==> src/asu_consts.svh <==
// constants of the asynchronous serial channel
`ifndef ASU_CONSTS_SVH
`define ASU_CONSTS_SVH
`define ASU_DATA_W 9
`define ASU_OS_RATE 4'hf
`define ASU_OS_HALF 4'h7
`define ASU_PRE_DIV8 5'h07
`define ASU_PRE_DIV32 5'h1f
`define ASU_OVR_BIT 4'h6
`define ASU_LEN7 4'h7
`define ASU_LEN8 4'h8
`define ASU_LEN9 4'h9
`define ASU_FIFO_DEPTH 8
`define ASU_RST_LINE 1'b1
`endif

==> src/asu_pkg.sv <==
// types of the asynchronous serial channel
`include "asu_consts.svh"
`default_nettype none
package asu_pkg;
  typedef enum logic [1:0] {ASU_SRC_F1, ASU_SRC_F8, ASU_SRC_F32}
    asu_src_type;
  typedef enum logic [1:0] {ASU_LEN_7, ASU_LEN_8, ASU_LEN_9} asu_len_type;
  typedef enum logic [1:0] {ASU_FLOW_OFF, ASU_FLOW_CTS, ASU_FLOW_RTS}
    asu_flow_type;
  typedef enum logic [2:0] {ASU_IDLE, ASU_START, ASU_DATA, ASU_PARITY,
    ASU_STOP} asu_st_type;

  typedef struct packed {
    logic clk_sel;
    asu_src_type src_sel;
    logic [7:0] divisor;
    asu_len_type char_len;
    logic parity_en;
    logic parity_odd;
    logic stop_two;
    asu_flow_type flow_mode;
    logic tx_irq_sel;
    logic data_invert;
    logic line_invert;
    logic open_drain;
  } asu_cfg_type;

  typedef struct packed {
    logic overrun;
    logic framing;
    logic parity;
    logic error_sum;
  } asu_err_type;

  typedef struct packed {
    logic [4:0] pre_cnt;
    logic ext_q;
    logic [7:0] div_cnt;
    asu_st_type tx_st;
    logic [`ASU_DATA_W-1:0] tx_buf;
    logic tx_buf_empty;
    logic [`ASU_DATA_W-1:0] tx_sh;
    logic [3:0] tx_bit;
    logic [3:0] tx_os;
    logic tx_line;
    logic tx_par;
    logic tx_irq;
    asu_st_type rx_st;
    logic [3:0] rx_bit;
    logic [3:0] rx_os;
    logic [`ASU_DATA_W-1:0] rx_sh;
    logic rx_par;
    logic rx_ovf;
    logic [`ASU_DATA_W-1:0] rx_data;
    logic rx_full;
    logic rx_irq;
    logic ovr;
    logic fer;
    logic per;
    logic rts;
  } asu_state_type;
endpackage : asu_pkg
`default_nettype wire

==> src/asu_uart.sv <==
// asynchronous serial channel with transmit fifo
`include "asu_consts.svh"
`default_nettype none

module asu_fifo #(
  parameter int WIDTH = `ASU_DATA_W,
  parameter int DEPTH = `ASU_FIFO_DEPTH
) (
  input wire logic clk,
  input wire logic sys_rst,
  input wire logic in_valid,
  output logic in_ready,
  input wire logic [WIDTH-1:0] in_data,
  output logic out_valid,
  input wire logic out_ready,
  output logic [WIDTH-1:0] out_data
);
  localparam int AW = $clog2(DEPTH);
  typedef struct packed {
    logic [AW-1:0] wp;
    logic [AW-1:0] rp;
    logic [AW:0] cnt;
  } asu_fifo_state_type;
  asu_fifo_state_type s_r, s_nxt;
  logic [WIDTH-1:0] mem [DEPTH];
  logic push, pop;

  assign in_ready = (s_r.cnt != (AW+1)'(DEPTH));
  assign out_valid = (s_r.cnt != '0);
  assign out_data = mem[s_r.rp];
  assign push = in_valid && in_ready;
  assign pop = out_valid && out_ready;

  always_comb begin
    s_nxt = s_r;
    if (push) begin
      s_nxt.wp = (s_r.wp == AW'(DEPTH-1)) ? '0 : s_r.wp + 1'b1;
    end
    if (pop) begin
      s_nxt.rp = (s_r.rp == AW'(DEPTH-1)) ? '0 : s_r.rp + 1'b1;
    end
    if (push && !pop) begin
      s_nxt.cnt = s_r.cnt + 1'b1;
    end else if (pop && !push) begin
      s_nxt.cnt = s_r.cnt - 1'b1;
    end
  end

  always_ff @(posedge clk) begin
    if (sys_rst) begin
      s_r <= '0;
    end else begin
      s_r <= s_nxt;
    end
    if (push) begin
      mem[s_r.wp] <= in_data;
    end
  end
endmodule : asu_fifo

// Overview of operation
// - one start bit, then 7/8/9 character bits
// - optional odd or even parity after character
// - one or two stop bits
// - internal: prescaled clock over 16(m+1)
// - external pin clock over 16, over m+1
// - eight-bit divisor, full range 00 to ff
// - flow control: cts, rts, or off
// - send needs enable, loaded buffer, cts ok
// - receive needs enable and detected start bit
// - transmit request at load or at finish
// - receive request when buffer gets character
// - overrun at seventh bit, buffer unread
// - overrun leaves receive request untouched
// - framing error when stop bits missing
// - parity error on ones-count mismatch
// - error sum is or of errors
// - data inversion touches character bits only
// - line inversion flips all line levels
// - output high before first transfer, or floats
// - data inverted on buffer write and read
module asu_uart (
  input wire logic clk,
  input wire logic sys_rst,
  input wire asu_pkg::asu_cfg_type cfg,
  input wire logic transmit_enable_bit,
  input wire logic receive_enable_bit,
  input wire logic tx_valid,
  output logic tx_ready,
  input wire logic [`ASU_DATA_W-1:0] tx_data,
  output logic transmit_buffer_empty_flag,
  output logic tx_irq,
  output logic [`ASU_DATA_W-1:0] rx_data,
  output logic rx_full,
  input wire logic rx_read,
  output logic rx_irq,
  input wire logic err_clr,
  output asu_pkg::asu_err_type err,
  input wire logic external_clock_pin,
  input wire logic serial_data_input,
  output logic serial_data_output,
  output logic serial_data_output_oe,
  input wire logic cts_in,
  output logic rts_out
);
  asu_pkg::asu_state_type s_r, s_nxt;
  logic f_valid, f_ready;
  logic [`ASU_DATA_W-1:0] f_data;
  logic src_tick, os_tick, rx_in, cts_ok, tx_end, rx_end;
  logic [3:0] nbits;

  function automatic logic [3:0] char_bits(input asu_pkg::asu_len_type l);
    case (l)
      asu_pkg::ASU_LEN_7: char_bits = `ASU_LEN7;
      asu_pkg::ASU_LEN_9: char_bits = `ASU_LEN9;
      default: char_bits = `ASU_LEN8;
    endcase
  endfunction : char_bits

  asu_fifo #(
    .WIDTH(`ASU_DATA_W),
    .DEPTH(`ASU_FIFO_DEPTH)
  ) u_fifo (
    .clk(clk),
    .sys_rst(sys_rst),
    .in_valid(tx_valid),
    .in_ready(tx_ready),
    .in_data(tx_data),
    .out_valid(f_valid),
    .out_ready(f_ready),
    .out_data(f_data)
  );

  // the fifo only drains while the transmit buffer is empty
  assign f_ready = s_r.tx_buf_empty;
  assign nbits = char_bits(cfg.char_len);
  assign rx_in = serial_data_input ^ cfg.line_invert;
  assign cts_ok = (cfg.flow_mode != asu_pkg::ASU_FLOW_CTS) || cts_in;

  always_comb begin
    s_nxt = s_r;
    s_nxt.tx_irq = 1'b0;
    s_nxt.rx_irq = 1'b0;
    // count source: prescaled system clock or pin edge
    s_nxt.pre_cnt = s_r.pre_cnt + 1'b1;
    s_nxt.ext_q = external_clock_pin;
    if (cfg.clk_sel) begin
      src_tick = external_clock_pin && !s_r.ext_q;
    end else if (cfg.src_sel == asu_pkg::ASU_SRC_F8) begin
      src_tick = (s_r.pre_cnt[2:0] == 3'(`ASU_PRE_DIV8));
    end else if (cfg.src_sel == asu_pkg::ASU_SRC_F32) begin
      src_tick = (s_r.pre_cnt == `ASU_PRE_DIV32);
    end else begin
      src_tick = 1'b1;
    end
    // divide by m+1 gives the sixteen-times oversampling tick
    os_tick = 1'b0;
    if (src_tick) begin
      if (s_r.div_cnt == 8'h00) begin
        os_tick = 1'b1;
        s_nxt.div_cnt = cfg.divisor;
      end else begin
        s_nxt.div_cnt = s_r.div_cnt - 1'b1;
      end
    end

    // transmit buffer: fill from fifo, character bits inverted on write
    if (f_valid && s_r.tx_buf_empty) begin
      s_nxt.tx_buf = f_data ^ {`ASU_DATA_W{cfg.data_invert}};
      s_nxt.tx_buf_empty = 1'b0;
    end

    // transmitter
    tx_end = os_tick && (s_r.tx_os == `ASU_OS_RATE);
    if (os_tick && s_r.tx_st != asu_pkg::ASU_IDLE) begin
      s_nxt.tx_os = s_r.tx_os + 1'b1;
    end
    case (s_r.tx_st)
      asu_pkg::ASU_IDLE: begin
        s_nxt.tx_line = 1'b1;
        if (transmit_enable_bit && !s_r.tx_buf_empty && cts_ok) begin
          s_nxt.tx_sh = s_r.tx_buf;
          s_nxt.tx_buf_empty = 1'b1;
          s_nxt.tx_irq = !cfg.tx_irq_sel;
          s_nxt.tx_st = asu_pkg::ASU_START;
          s_nxt.tx_os = 4'h0;
          s_nxt.tx_line = 1'b0;
        end
      end
      asu_pkg::ASU_START: begin
        if (tx_end) begin
          s_nxt.tx_st = asu_pkg::ASU_DATA;
          s_nxt.tx_bit = 4'h0;
          s_nxt.tx_par = 1'b0;
          s_nxt.tx_line = s_r.tx_sh[0];
        end
      end
      asu_pkg::ASU_DATA: begin
        if (tx_end) begin
          s_nxt.tx_par = s_r.tx_par ^ s_r.tx_sh[s_r.tx_bit];
          s_nxt.tx_bit = s_r.tx_bit + 1'b1;
          if (s_r.tx_bit + 1'b1 == nbits) begin
            if (cfg.parity_en) begin
              s_nxt.tx_st = asu_pkg::ASU_PARITY;
              s_nxt.tx_line = s_r.tx_par ^ s_r.tx_sh[s_r.tx_bit] ^
                cfg.parity_odd;
            end else begin
              s_nxt.tx_st = asu_pkg::ASU_STOP;
              s_nxt.tx_bit = 4'h0;
              s_nxt.tx_line = 1'b1;
            end
          end else begin
            s_nxt.tx_line = s_r.tx_sh[s_r.tx_bit + 1'b1];
          end
        end
      end
      asu_pkg::ASU_PARITY: begin
        if (tx_end) begin
          s_nxt.tx_st = asu_pkg::ASU_STOP;
          s_nxt.tx_bit = 4'h0;
          s_nxt.tx_line = 1'b1;
        end
      end
      asu_pkg::ASU_STOP: begin
        if (tx_end) begin
          if (cfg.stop_two && s_r.tx_bit == 4'h0) begin
            s_nxt.tx_bit = 4'h1;
          end else begin
            s_nxt.tx_st = asu_pkg::ASU_IDLE;
            s_nxt.tx_irq = cfg.tx_irq_sel;
          end
        end
      end
      default: s_nxt.tx_st = asu_pkg::ASU_IDLE;
    endcase

    // software clear loses to a same-cycle error set below
    if (err_clr) begin
      s_nxt.ovr = 1'b0;
      s_nxt.fer = 1'b0;
      s_nxt.per = 1'b0;
    end
    // receiver
    if (rx_read) begin
      s_nxt.rx_full = 1'b0;
    end
    rx_end = os_tick && (s_r.rx_os == `ASU_OS_RATE);
    if (os_tick && s_r.rx_st != asu_pkg::ASU_IDLE) begin
      s_nxt.rx_os = s_r.rx_os + 1'b1;
    end
    case (s_r.rx_st)
      asu_pkg::ASU_IDLE: begin
        if (receive_enable_bit && os_tick && !rx_in) begin
          s_nxt.rx_st = asu_pkg::ASU_START;
          s_nxt.rx_os = 4'h0;
        end
      end
      asu_pkg::ASU_START: begin
        // half a bit later: recheck low so glitches do not start a frame
        if (os_tick && s_r.rx_os == `ASU_OS_HALF) begin
          s_nxt.rx_os = 4'h0;
          s_nxt.rx_st = rx_in ? asu_pkg::ASU_IDLE : asu_pkg::ASU_DATA;
          s_nxt.rx_bit = 4'h0;
          s_nxt.rx_sh = '0;
          s_nxt.rx_par = 1'b0;
          s_nxt.rx_ovf = 1'b0;
        end
      end
      asu_pkg::ASU_DATA: begin
        if (rx_end) begin
          s_nxt.rx_sh[s_r.rx_bit] = rx_in;
          s_nxt.rx_par = s_r.rx_par ^ rx_in;
          s_nxt.rx_bit = s_r.rx_bit + 1'b1;
          if (s_r.rx_bit == `ASU_OVR_BIT && s_r.rx_full && !rx_read) begin
            s_nxt.ovr = 1'b1;
            s_nxt.rx_ovf = 1'b1;
          end
          if (s_r.rx_bit + 1'b1 == nbits) begin
            s_nxt.rx_st = cfg.parity_en ? asu_pkg::ASU_PARITY
                                        : asu_pkg::ASU_STOP;
            s_nxt.rx_bit = 4'h0;
          end
        end
      end
      asu_pkg::ASU_PARITY: begin
        if (rx_end) begin
          if ((s_r.rx_par ^ rx_in) != cfg.parity_odd) begin
            s_nxt.per = 1'b1;
          end
          s_nxt.rx_st = asu_pkg::ASU_STOP;
        end
      end
      asu_pkg::ASU_STOP: begin
        if (rx_end) begin
          if (!rx_in) begin
            s_nxt.fer = 1'b1;
          end
          if (cfg.stop_two && s_r.rx_bit == 4'h0) begin
            s_nxt.rx_bit = 4'h1;
          end else begin
            s_nxt.rx_st = asu_pkg::ASU_IDLE;
            // an overrun frame keeps the old buffer and request state
            if (!s_r.rx_ovf) begin
              s_nxt.rx_data = s_r.rx_sh ^
                {`ASU_DATA_W{cfg.data_invert}};
              s_nxt.rx_full = 1'b1;
              s_nxt.rx_irq = 1'b1;
            end
          end
        end
      end
      default: s_nxt.rx_st = asu_pkg::ASU_IDLE;
    endcase
    if (!receive_enable_bit) begin
      s_nxt.rx_st = asu_pkg::ASU_IDLE;
    end

    // rts mode only: ready to receive while enabled and buffer free, low in other modes
    s_nxt.rts = (cfg.flow_mode == asu_pkg::ASU_FLOW_RTS) ?
      (receive_enable_bit && !s_nxt.rx_full) : 1'b0;
  end

  always_ff @(posedge clk) begin
    if (sys_rst) begin
      s_r <= '0;
      s_r.tx_buf_empty <= 1'b1;
      s_r.tx_line <= `ASU_RST_LINE;
      s_r.tx_st <= asu_pkg::ASU_IDLE;
      s_r.rx_st <= asu_pkg::ASU_IDLE;
    end else begin
      s_r <= s_nxt;
    end
  end

  assign transmit_buffer_empty_flag = s_r.tx_buf_empty;
  assign tx_irq = s_r.tx_irq;
  assign rx_irq = s_r.rx_irq;
  assign rx_data = s_r.rx_data;
  assign rx_full = s_r.rx_full;
  assign rts_out = s_r.rts;
  assign err = {s_r.ovr, s_r.fer, s_r.per,
    s_r.ovr || s_r.fer || s_r.per};
  assign serial_data_output = s_r.tx_line ^ cfg.line_invert;
  // open drain: only a low level is driven, a high floats
  assign serial_data_output_oe = !cfg.open_drain ||
    !serial_data_output;
endmodule : asu_uart
`default_nettype wire

==> config.mk <==
export PLATFORM = sky130hd
export DESIGN_NAME = asu_uart
export DESIGN_NICKNAME = d
export VERILOG_FILES = /design/src/asu_pkg.sv /design/src/asu_uart.sv
export VERILOG_INCLUDE_DIRS = /design/src
export SDC_FILE = /design/constraint.sdc
export NUM_CORES = 1
export LEC_CHECK = 0
export BUFFER_PORTS_ARGS = -buffer_cell sky130_fd_sc_hd__buf_4
export CELL_PAD_IN_SITES_DETAIL_PLACEMENT = 1
export CELL_PAD_IN_SITES_GLOBAL_PLACEMENT = 1
export CORE_ASPECT_RATIO = 2
export CORE_MARGIN = 2
export CORE_UTILIZATION = 50
export CTS_BUF_LIST = sky130_fd_sc_hd__clkbuf_4
export DETAILED_ROUTE_END_ITERATION = 6
export GPL_ROUTABILITY_DRIVEN = 0
export PLACE_DENSITY = 0.82
export SLEW_MARGIN = 0
export SYNTH_ARGS = -nofsm -noshare
export SYNTH_HDL_FRONTEND = slang
export SYNTH_SLANG_ARGS = --single-unit
==> constraint.sdc <==
create_clock -name clk -period 8.9 [get_ports clk]
set_clock_uncertainty 0.2 [all_clocks]
set_input_delay 0.445 -clock clk [delete_from_list [all_inputs] [get_ports clk]]
set_output_delay 0.445 -clock clk [all_outputs]
set_load 0.1 [all_outputs]
==> impl_metrics.json, run 1 <==
{
  "status": "completed",
  "hpwlAfterDp_um": 14300,
  "int_power_mw": 1.30,
  "peakVddDrop_uv": 227,
  "holdPathStages": 5,
  "syn_area_um2": 7950,
  "top_achievable_clock_speed_mhz": 300,
  "seq_power_share": 0.470,
  "finalWorstPathRequiredPeriod_ns": 3.33,
  "avgViaCountPerCell": 5.78,
  "tritoncts": "built",
  "clk_latency_ns": 0.59,
  "finish.net_count": 865,
  "crit_share_post_route": 0.374,
  "setup-violations-final": 0,
  "grt_pass1_wl_um": 31600,
  "reg2reg_from": "s_r[79]",
  "gr-usage-all-layers": 0.242,
  "critical-path-top-cell-by-count": "sky130_fd_sc_hd__ha_1",
  "grt_start_max_net_pins": 73,
  "max_cap_viol_count": 0,
  "layout.cell_area.non_filler_um2": 8990,
  "layout.core_utilization": 0.573,
  "placed_instance_count": 964,
  "hold_violations": 0,
  "routed_wire_length_per_instance_um": 19.1,
  "final_critical_path_setup_slack_ns": 5.57,
  "remaining_drc_errors": 0,
  "vias": 5889,
  "setup.worst_path.end_class": "flip-flop",
  "path_delay_family": "simple AND/OR/NAND/NOR gates",
  "path_class": "reg2reg",
  "worst_pin_slew_ns": 1.11,
  "synth_sequential_area_ratio": 0.516,
  "worst_hold_path.endpoint": "s_r[74]",
  "cp_data_required_time_ns": 9.23,
  "post_cts.repair.setup_buffers": 0,
  "synth.avg_cell_area_um2": 10.7,
  "drt_wl_total_um": 19400,
  "setup_repair_after_global_routing_missed_its_margin": "false",
  "cp_data_arrival_time_ns": 3.66,
  "number_of_antenna_violations_at_the_first_check_in_global_routing": 1,
  "cp_slowest_stage_delay_ns": 0.62,
  "power_frac_comb": 0.320,
  "timing.critical_path.from": "s_r[79]",
  "antenna_left": 0,
  "slew_headroom": 0.258,
  "power.share.switching": 0.366,
  "post_synthesis_async_set_or_reset_flop_share": 0,
  "detailedRoute.firstIterationViolations": 170,
  "netlist_instances": 741,
  "fp-row-count": 65,
  "place.port_buffers": 61,
  "final_cell_count_no_fill": 1019,
  "p_leak_nw": 3.34,
  "post_cts_resize_count": 0,
  "clock-root-buffer": "sky130_fd_sc_hd__clkbuf_4",
  "synth_edf_count": 72,
  "r2r_path_end": "rts_out",
  "clock_path_buffers": 2,
  "final_layout_size_suffix_gt1_frac": 0.177,
  "report.final.slew_viol_count": 0,
  "pwr-share-clk": 0.210,
  "htree_num_levels": 4,
  "tritoncts.num_buffers": 17,
  "die_w_um": 93.2,
  "gr-total-overflow": 0,
  "core_um2": 15700,
  "worst_path_max_delay_cell": "sky130_fd_sc_hd__dlygate4sd3_1",
  "cts.sink_count": 169,
  "cts_hold_buffers": 22,
  "synth.lib_cells_used.distinct": 75,
  "timing.reg2reg.worst_path_depth": 10,
  "synthFlopType": "sky130_fd_sc_hd__dfxtp_1",
  "flow.area_growth_from_synthesis_pct": 13.0,
  "io-pin-count": 62,
  "ff2ff_setup_slack_ns": 5.57,
  "first_pass_iters": 4,
  "p_sw_uw": 754,
  "die_outline_area_um2": 17000,
  "hp-class": "in2reg",
  "timing.critical_path.fanout_max": 11,
  "number_of_cells_on_the_critical_path": 10,
  "synthesis.nets": 802,
  "crit_path_cell_trace": "ha_1 > and3_1 > ha_1 > nor3b_1 > o21bai_1 > and4_1 > nand3_1 > nand2_1 > nor4_1 > dlygate4sd3_1",
  "setup_tns_ns": 0,
  "preCtsSetupSlack_ns": 6.01,
  "startpoint_class_of_the_critical_path": "flip-flop",
  "synth-seq-cells": 169,
  "start_util": 0.506,
  "vertical_extent_of_the_die_um": 182,
  "number_of_global_route_vias_before_repair": 6443,
  "synth-warning-count": 0,
  "p_per_cell_area_nw_per_um2": 229,
  "worst_setup_hold_path_clk_slew_ns": 0.16,
  "critical_path_buf_inv_count": 1,
  "min-delay-start": "cfg[15]",
  "dpl-instance-area_um2": 8500
}
## kinds of logic (layout without fill, tap and decap cells)
| logic type | count (synthesis) | after routing | share of synthesized area |
|---|---|---|---|
| AOI/OAI and AO/OA | 128 | 128 | 0.101 |
| xor gates and xnor gates | 35 | 35 | 0.0386 |
| adders and majority gates | 20 | 20 | 0.0324 |
| buffers and inverters | 62 | 138 | 0.0371 |
| DFF | 169 | 169 | 0.516 |
| muxes | 52 | 52 | 0.0990 |
| other | 0 | 1 | 0 |
| and+or+nand+nor | 275 | 275 | 0.175 |
## power groups by stage
stage               clock network [mW]  logic [mW]  registers, mW
floorplan                            0       0.503          0.959
CTS                              0.445       0.664          0.967
detailed placement                   0       0.654          0.983
global route                     0.474       0.723          0.981
finish                           0.433       0.658          0.966
global placement                     0       0.619          0.975
## per-layer routing
metal,vias up,share of wire,track usage
met3,50,0.029,0.0462
met2,115,0.59,0.481
met4,0,0.034,0.114
met1,2909,0.35,0.228
met5,-,0,0
li1,2815,-,-
## placed cells by master (no fill, tap or decap), types with 10 or more instances in the layout
master / synthesis / layout
sky130_fd_sc_hd__a21oi_1: 59 / 59
sky130_fd_sc_hd__buf_4: 13 / 66
sky130_fd_sc_hd__clkbuf_4: 0 / 19
sky130_fd_sc_hd__dfxtp_1: 97 / 97
sky130_fd_sc_hd__dlygate4sd3_1: 0 / 22
sky130_fd_sc_hd__edfxtp_1: 72 / 72
sky130_fd_sc_hd__ha_1: 19 / 19
sky130_fd_sc_hd__inv_1: 18 / 18
sky130_fd_sc_hd__mux2i_1: 28 / 28
sky130_fd_sc_hd__mux4_2: 21 / 21
sky130_fd_sc_hd__nand2_1: 68 / 68
sky130_fd_sc_hd__nand3_1: 20 / 20
sky130_fd_sc_hd__nor2_1: 83 / 83
sky130_fd_sc_hd__nor3_1: 16 / 14
sky130_fd_sc_hd__o21ai_0: 17 / 17
sky130_fd_sc_hd__or3_1: 10 / 10
sky130_fd_sc_hd__xor2_1: 28 / 28
## layout make-up
type | count | area (µm²)
flip-flops and latches | 169 | 4100
inverters | 18 | 67.6
well taps | 201 | 251
fillers | 1685 | 6710
multi-input cells | 510 | 3580
clock inverters | 13 | 125
clock buffers | 19 | 143
repair buffers | 88 | 716
diodes | 1 | 2.50
## state kept, by name (all words and copies together) (netlist names), named ones only
signal                      flops
u_fifo.s_r                     10
rts_out                         1
rx_full                         1
s_r                            67
rx_irq                          1
tx_irq                          1
transmit_buffer_empty_flag      1
rx_data                         9
err                             3
u_fifo.mem                     72
## worst max path at each step
stage / endpoint / slack (ns)
after floorplan: serial_data_output_oe / 5.26
final: rts_out / 5.57
after global placement: u_fifo.s_r[3] / 6.11
after global routing: rts_out / 5.38
after detailed placement: u_fifo.s_r[3] / 6.01
after CTS: rts_out / 5.65
## synthesized netlist by cell type (7+ instances only)
master	number	area (µm²)
sky130_fd_sc_hd__nor3_1	16	80.1
sky130_fd_sc_hd__ha_1	19	238
sky130_fd_sc_hd__edfxtp_1	72	2160
sky130_fd_sc_hd__nand2_1	68	255
sky130_fd_sc_hd__clkbuf_1	21	78.8
sky130_fd_sc_hd__nand3_1	20	100
sky130_fd_sc_hd__or3_1	10	62.6
sky130_fd_sc_hd__nand4_1	8	50.1
sky130_fd_sc_hd__nor2_1	83	312
sky130_fd_sc_hd__xnor2_1	7	61.3
sky130_fd_sc_hd__a21oi_1	59	295
sky130_fd_sc_hd__o21ai_0	17	85.1
sky130_fd_sc_hd__inv_1	18	67.6
sky130_fd_sc_hd__nand2b_1	8	50.1
sky130_fd_sc_hd__mux2i_1	28	280
sky130_fd_sc_hd__buf_4	13	97.6
sky130_fd_sc_hd__and3_1	7	43.8
sky130_fd_sc_hd__mux4_2	21	473
sky130_fd_sc_hd__nor3b_1	8	60.1
sky130_fd_sc_hd__nor2b_1	9	56.3
sky130_fd_sc_hd__dfxtp_1	97	1940
sky130_fd_sc_hd__xor2_1	28	245
## worst reg2reg max path: stages, from the launching register on
cell and delay (ns):
sky130_fd_sc_hd__dfxtp_1 0.35, sky130_fd_sc_hd__ha_1 0.22, sky130_fd_sc_hd__and3_1 0.18, sky130_fd_sc_hd__ha_1 0.17, sky130_fd_sc_hd__nor3b_1 0.28, sky130_fd_sc_hd__o21bai_1 0.17
sky130_fd_sc_hd__and4_1 0.31, sky130_fd_sc_hd__nand3_1 0.42, sky130_fd_sc_hd__nand2_1 0.13, sky130_fd_sc_hd__nor4_1 0.23, sky130_fd_sc_hd__dlygate4sd3_1 0.62
## stage by stage
stage                     power (mW)  hold WS (ns)
after floorplan                 1.46         0.202
after global placement          1.59         0.216
after detailed placement        1.64         0.224
after CTS                       2.08        0.0252
after global routing            2.18        0.0104
final                           2.06        0.0615
Power figures use the tool's default switching activity.
==> run 2, diff against run 1 <==
--- a/config.mk
+++ b/config.mk
@@ -11,11 +11,11 @@
 export CELL_PAD_IN_SITES_GLOBAL_PLACEMENT = 1
 export CORE_ASPECT_RATIO = 2
 export CORE_MARGIN = 2
-export CORE_UTILIZATION = 50
+export CORE_UTILIZATION = 45
 export CTS_BUF_LIST = sky130_fd_sc_hd__clkbuf_4
 export DETAILED_ROUTE_END_ITERATION = 6
 export GPL_ROUTABILITY_DRIVEN = 0
-export PLACE_DENSITY = 0.82
+export PLACE_DENSITY = 0.78
 export SLEW_MARGIN = 0
 export SYNTH_ARGS = -nofsm -noshare
 export SYNTH_HDL_FRONTEND = slang
==> constraint.sdc (replaced) <==
create_clock -name clk -period 2.8 [get_ports clk]
set_clock_uncertainty 0.2 [all_clocks]
set_input_delay 0.14 -clock clk [delete_from_list [all_inputs] [get_ports clk]]
set_output_delay 0.14 -clock clk [all_outputs]
set_load 0.1 [all_outputs]
==> run 2 against run 1 <==
- final area grew 4.2%
- die area increased by 11%
- routed wire length increased by 2.7%
- register-to-register slack got worse by 5.4 ns
- critical path depth down 1
- sequential cell count unchanged
- combinational power rose to 3.5 times the previous value
- non-clock buffer count rose by 36
- sequential power rose to 3.1 times the previous value
- largest power group unchanged
==> impl_metrics.json, run 2 (synthesis gave the netlist of run 1 again) <==
{
  "htree_num_levels": 4,
  "gr-usage-all-layers": 0.221,
  "layout.cells.most_common_list": "sky130_fd_sc_hd__dfxtp_1 (95), sky130_fd_sc_hd__buf_4 (87), sky130_fd_sc_hd__nor2_1 (82), sky130_fd_sc_hd__edfxtp_1 (72), sky130_fd_sc_hd__nand2_1 (67)",
  "worst_setup_hold_path_clk_slew_ns": 0.16,
  "startpoint_class_of_the_critical_path": "flip-flop",
  "fillCellCount": 1849,
  "holdPathStages": 3,
  "hold_violations": 0,
  "status": "completed",
  "fp-row-count": 68,
  "cp_data_required_time_ns": 3.10,
  "min-delay-start": "cfg[4]",
  "clock-root-buffer": "sky130_fd_sc_hd__clkbuf_4",
  "power_frac_comb": 0.345,
  "power.share.switching": 0.362,
  "remaining_drc_errors": 0,
  "clk_latency_ns": 0.58,
  "top_achievable_clock_speed_mhz": 377,
  "worst_path_max_delay_cell": "sky130_fd_sc_hd__or4_4",
  "setup.worst_path.end_class": "flip-flop",
  "avgViaCountPerCell": 5.75,
  "timing.critical_path.from": "s_r[79]",
  "final_layout_size_suffix_gt1_frac": 0.208,
  "int_power_mw": 4.22,
  "fin_hold_ws_ns": 0.0586,
  "setup-violations-final": 0,
  "worst_pin_slew_ns": 0.652,
  "seq_power_share": 0.459,
  "p_sw_mw": 2.40,
  "report.final.slew_viol_count": 0,
  "setup_repair_after_global_routing_missed_its_margin": "false",
  "final_cell_count_no_fill": 1063,
  "placed_instance_count": 994,
  "critical_path_buf_inv_count": 0,
  "vertical_extent_of_the_die_um": 192,
  "routed_wire_length_per_instance_um": 18.8,
  "tritoncts": "built",
  "largest_reg_flops": 72,
  "critical-path-top-cell-by-count": "sky130_fd_sc_hd__ha_1",
  "cp_data_arrival_time_ns": 2.96,
  "crit_path_cell_trace": "ha_1 > and3_1 > ha_1 > nor3b_1 > o21ba_4 > or4_4 > a21bo_2 > o21ai_0 > o221a_2",
  "place.port_buffers": 61,
  "hp-class": "in2reg",
  "first_pass_iters": 4,
  "hpwlAfterDp_um": 15000,
  "path_class": "reg2reg",
  "crit_share_post_route": 0.948,
  "r2r_path_end": "s_r[30]",
  "core_um2": 17300,
  "cts.sink_count": 169,
  "antenna_left": 0,
  "slew_headroom": 0.565,
  "gr-total-overflow": 0,
  "flow.area_growth_from_synthesis_pct": 17.8,
  "number_of_antenna_violations_at_the_first_check_in_global_routing": 1,
  "tritoncts.num_buffers": 17,
  "path_delay_family": "compound AO/OA/AOI/OAI gates",
  "worst_hold_path.endpoint": "rts_out",
  "ff2ff_setup_slack_ns": 0.14,
  "number_of_global_route_vias_before_repair": 6677,
  "die_outline_area_um2": 18800,
  "max_cap_viol_count": 0,
  "timing.reg2reg.worst_path_depth": 9,
  "top_regs": "u_fifo.mem x72, s_r x67, u_fifo.s_r x10",
  "io-pin-count": 62,
  "finish.net_count": 901,
  "regMostFlops": "u_fifo.mem",
  "timing.critical_path.fanout_max": 7,
  "post_cts.repair.setup_buffers": 0,
  "drt_wl_total_um": 20000,
  "clock_path_buffers": 2,
  "grt_pass1_wl_um": 32700,
  "pwr-share-clk": 0.196,
  "p_per_cell_area_nw_per_um2": 707,
  "die_w_um": 98.0,
  "detailedRoute.firstIterationViolations": 200,
  "vias": 6107,
  "layout_commonest_cell": "sky130_fd_sc_hd__dfxtp_1",
  "finalWorstPathRequiredPeriod_ns": 2.66,
  "reg2reg_from": "s_r[79]",
  "cp_slowest_stage_delay_ns": 0.59,
  "start_util": 0.460,
  "p_leak_nw": 3.51,
  "peakVddDrop_uv": 564,
  "grt_start_max_net_pins": 40
}
[run 2: cell types whose count changed in the layout (fill, tap and decap cells not counted), sizes merged]
cell and delta:
buf +21, clkbuf -1, clkinv +3, dlygate4sd3 +15
inv -3
[run 2: worst max path at each step]
stage                     cells past startpoint             to
after detailed placement                      9        s_r[17]
after floorplan                              10  u_fifo.s_r[3]
after CTS                                    12  u_fifo.s_r[3]
after global placement                        9        s_r[17]
final                                         9        s_r[30]
after global routing                          9        s_r[71]
[run 2: per-layer routing]
metal  vias to the layer above  GRT usage  routed length (µm)
met5                         -          0                   0
met4                         0     0.0924                 532
met3                        34     0.0418                 570
met2                       127      0.460               12200
met1                      3070      0.198                6700
li1                       2876          -                   -
[run 2: final cells by class]
cell class              count  area (µm²)  share of cell area
multi-input cells         510        3650               0.390
clock inverters            13         110              0.0118
clock buffers              18         135              0.0144
diodes                      1        2.50            0.000267
well taps                 210         263              0.0281
inverters                  18        67.6             0.00722
repair buffers            124        1020               0.109
flip-flops and latches    169        4110               0.439
[run 2: timing repair]
item	in CTS	in global routing
gates cloned	0	0
resized for setup	1	15
hold buffers	37	0
setup endpoints to repair	3	11
hold endpoints to repair	150	0
[run 2: power groups by stage]
stage	logic (mW)	clock network (mW)	registers (mW)
after floorplan	1.61	0	3.05
after global placement	2.07	0	3.05
after detailed placement	2.20	0	3.08
after CTS	2.26	1.34	3.02
after global routing	2.53	1.42	3.07
final	2.28	1.30	3.04
[run 2: worst min-delay path: cells and delay by family]
kind                   cells  cell delay, ns
buffers and inverters      2            0.64
AND/OR/NAND/NOR            1            0.04
[run 2: metrics by stage]
stage | worst slack, ns | instance area [µm²] | total power [mW] | utilization | TNS (ns)
5_1_grt | 0.00441 | 9360 | 7.02 | 0.542 | 0
3_5_place_dp | -0.0210 | 8680 | 5.27 | 0.502 | -0.0245
3_3_place_gp | 0.0896 | 8680 | 5.12 | 0.502 | 0
6_report | 0.144 | 9360 | 6.62 | 0.542 | 0
2_1_floorplan | -0.412 | 7980 | 4.66 | - | -0.412
4_1_cts | 0.000868 | 9300 | 6.62 | 0.538 | 0
==> run 3, diff against run 2 <==
--- a/config.mk
+++ b/config.mk
@@ -11,12 +11,12 @@
 export CELL_PAD_IN_SITES_GLOBAL_PLACEMENT = 1
 export CORE_ASPECT_RATIO = 2
 export CORE_MARGIN = 2
-export CORE_UTILIZATION = 45
+export CORE_UTILIZATION = 50
 export CTS_BUF_LIST = sky130_fd_sc_hd__clkbuf_4
 export DETAILED_ROUTE_END_ITERATION = 6
 export GPL_ROUTABILITY_DRIVEN = 0
-export PLACE_DENSITY = 0.78
-export SLEW_MARGIN = 0
+export PLACE_DENSITY = 0.82
+export SLEW_MARGIN = 20
 export SYNTH_ARGS = -nofsm -noshare
 export SYNTH_HDL_FRONTEND = slang
 export SYNTH_SLANG_ARGS = --single-unit
==> constraint.sdc (replaced) <==
create_clock -name clk -period 3.3 [get_ports clk]
set_clock_uncertainty 0.2 [all_clocks]
set_input_delay 0.165 -clock clk [delete_from_list [all_inputs] [get_ports clk]]
set_output_delay 0.165 -clock clk [all_outputs]
set_load 0.1 [all_outputs]
==> run 3 against run 2 <==
- routed wire length fell by 0.67%
- count of clock-buffer cells in the layout did not move
- final area fell by 0.98%
- die area fell by 9.7%
- combinational power fell by 20%
- sequential power fell by 14%
- sequential cell count did not move
- register-to-register slack improved by 0.12 ns
- setup slack improved by 0.12 ns
- via count fell by 1.4%
- critical path depth rose by 3
- fmax fell by 12%
- critical path type unchanged
- highest routed layer unchanged
==> impl_metrics.json, run 3 (synthesis gave the netlist of run 1 again) <==
{
  "layout_commonest_cell": "sky130_fd_sc_hd__dfxtp_1",
  "preCtsSetupSlack_ns": 0.331,
  "r2r_path_end": "u_fifo.s_r[3]",
  "finish.net_count": 893,
  "cp_data_required_time_ns": 3.61,
  "crit_share_post_route": 0.919,
  "reg2reg_from": "u_fifo.s_r[0]",
  "vertical_extent_of_the_die_um": 182,
  "avgViaCountPerCell": 5.75,
  "dpl-instance-area_um2": 8550,
  "largest_reg_flops": 72,
  "number_of_antenna_violations_at_the_first_check_in_global_routing": 1,
  "critical_path.endpoint": "u_fifo.s_r[3]",
  "die_w_um": 93.2,
  "number_of_cells_on_the_critical_path": 12,
  "cp_slowest_stage_delay_ns": 0.41,
  "antenna_left": 0,
  "core_um2": 15700,
  "hold_violations": 0,
  "final_layout_size_suffix_gt1_frac": 0.181,
  "grt_start_max_net_pins": 38,
  "p_leak_nw": 3.49,
  "ff2ff_setup_slack_ns": 0.27,
  "timing.critical_path.from": "u_fifo.s_r[0]",
  "start_util": 0.506,
  "top_achievable_clock_speed_mhz": 330,
  "layout.core_utilization": 0.591,
  "drt_wl_total_um": 19800,
  "tritoncts": "built",
  "grt_pass1_wl_um": 31400,
  "slew_headroom": 0.373,
  "setup-violations-final": 0,
  "report.final.slew_viol_count": 0,
  "holdPathStages": 5,
  "cp_data_arrival_time_ns": 3.34,
  "regMostFlops": "u_fifo.mem",
  "first_pass_iters": 4,
  "fillCellCount": 1676,
  "timing.critical_path.fanout_max": 9,
  "worst_pin_slew_ns": 0.939,
  "setup_tns_ns": 0,
  "path_class": "reg2reg",
  "p_per_cell_area_nw_per_um2": 614,
  "startpoint_class_of_the_critical_path": "flip-flop",
  "routed_wire_length_per_instance_um": 19.0,
  "worst_path_max_delay_cell": "sky130_fd_sc_hd__dfxtp_1",
  "clock-root-buffer": "sky130_fd_sc_hd__clkbuf_4",
  "hp-class": "in2reg",
  "layout.cells.most_common_list": "sky130_fd_sc_hd__dfxtp_1 (97), sky130_fd_sc_hd__nor2_1 (83), sky130_fd_sc_hd__buf_4 (76), sky130_fd_sc_hd__edfxtp_1 (72), sky130_fd_sc_hd__nand2_1 (67)",
  "fp-row-count": 65,
  "status": "completed",
  "flow.area_growth_from_synthesis_pct": 16.6,
  "final_critical_path_setup_slack_ns": 0.267,
  "gr-total-overflow": 0,
  "vias": 6023,
  "detailedRoute.firstIterationViolations": 148,
  "clock_path_buffers": 2,
  "clk_latency_ns": 0.57,
  "placed_instance_count": 974,
  "place.port_buffers": 61,
  "post_cts.repair.setup_buffers": 0,
  "io-pin-count": 62,
  "critical_path_buf_inv_count": 2,
  "final_cell_count_no_fill": 1047,
  "number_of_global_route_vias_before_repair": 6533,
  "worst_setup_hold_path_clk_slew_ns": 0.15,
  "die_outline_area_um2": 17000,
  "setup.worst_path.end_class": "flip-flop",
  "htree_num_levels": 4,
  "layout.cell_area.non_filler_um2": 9270,
  "tritoncts.num_buffers": 17,
  "gr-usage-all-layers": 0.240,
  "peakVddDrop_uv": 465,
  "finalWorstPathRequiredPeriod_ns": 3.03,
  "remaining_drc_errors": 0,
  "crit_path_cell_trace": "nor3_1 > nand2_2 > nand2_1 > inv_1 > ha_1 > inv_1 > ha_1 > a21o_1 > a21oi_1 > xnor2_1 > or3_1 > a21oi_1",
  "path_delay_family": "simple AND/OR/NAND/NOR gates",
  "cts.sink_count": 169,
  "max_cap_viol_count": 0,
  "timing.reg2reg.worst_path_depth": 12,
  "top_regs": "u_fifo.mem x72, s_r x67, u_fifo.s_r x10",
  "hpwlAfterDp_um": 14500,
  "setup_repair_after_global_routing_missed_its_margin": "false"
}
run 3: changes by cell type in the layout (fill, tap and decap cells not counted), sizes merged:
cell | before | now
buf | 87 | 76
clkinvlp | 1 | 0
bufinv | 0 | 2
dlygate4sd3 | 37 | 40
run 3: what timing repair did:
action / 4_1_cts / 5_1_grt
gates resized for setup: 0 / 4
hold endpoints to repair: 145 / 0
hold buffers: 40 / 0
setup endpoints to repair: 0 / 2
run 3: how the worst min path moves through the flow:
| stage | startpoint | endpoint | slack [ns] |
|---|---|---|---|
| detailed placement | cfg[4] | rts_out | 0.15 |
| CTS | transmit_enable_bit | s_r[39] | 0.03 |
| finish | transmit_enable_bit | s_r[39] | 0.07 |
| global placement | cfg[4] | rts_out | 0.14 |
| floorplan | cfg[4] | rts_out | 0.04 |
| global route | transmit_enable_bit | s_r[39] | 0.06 |
run 3: report_power, final:
part | switching, mW | internal, mW
Clock | 0.772 | 0.478
Combinational | 1.01 | 0.828
Sequential | 0.231 | 2.38
Total | 2.01 | 3.69
run 3: metal layers:
| layer | global-route usage | up-vias | wire [µm] |
|---|---|---|---|
| met5 | 0 | - | 0 |
| met4 | 0.141 | 0 | 843 |
| met3 | 0.0351 | 52 | 378 |
| met2 | 0.490 | 121 | 11700 |
| met1 | 0.209 | 2979 | 6880 |
| li1 | - | 2871 | - |
run 3: tightest hold or removal path, stage by stage:
cell,delay [ns]
sky130_fd_sc_hd__buf_4,0.12
sky130_fd_sc_hd__nand3b_1,0.18
sky130_fd_sc_hd__a221oi_1,0.11
sky130_fd_sc_hd__o21ai_0,0.13
sky130_fd_sc_hd__a41o_1,0.11
run 3: layout make-up:
class	instances	area, µm²	share of cell area
Clock inverter	14	159	0.0171
Inverter	18	67.6	0.00729
Timing Repair Buffer	116	971	0.105
Antenna cell	1	2.50	0.000270
Sequential cell	169	4100	0.443
Clock buffer	18	135	0.0146
Tap cell	201	251	0.0271
Multi-Input combinational cell	510	3580	0.386
run 3: metrics by stage:
stage | total power [mW] | hold WS (ns)
2_1_floorplan | 3.95 | 0.0407
3_3_place_gp | 4.30 | 0.139
3_5_place_dp | 4.42 | 0.152
4_1_cts | 5.73 | 0.0254
5_1_grt | 6.01 | 0.0615
6_report | 5.69 | 0.0669
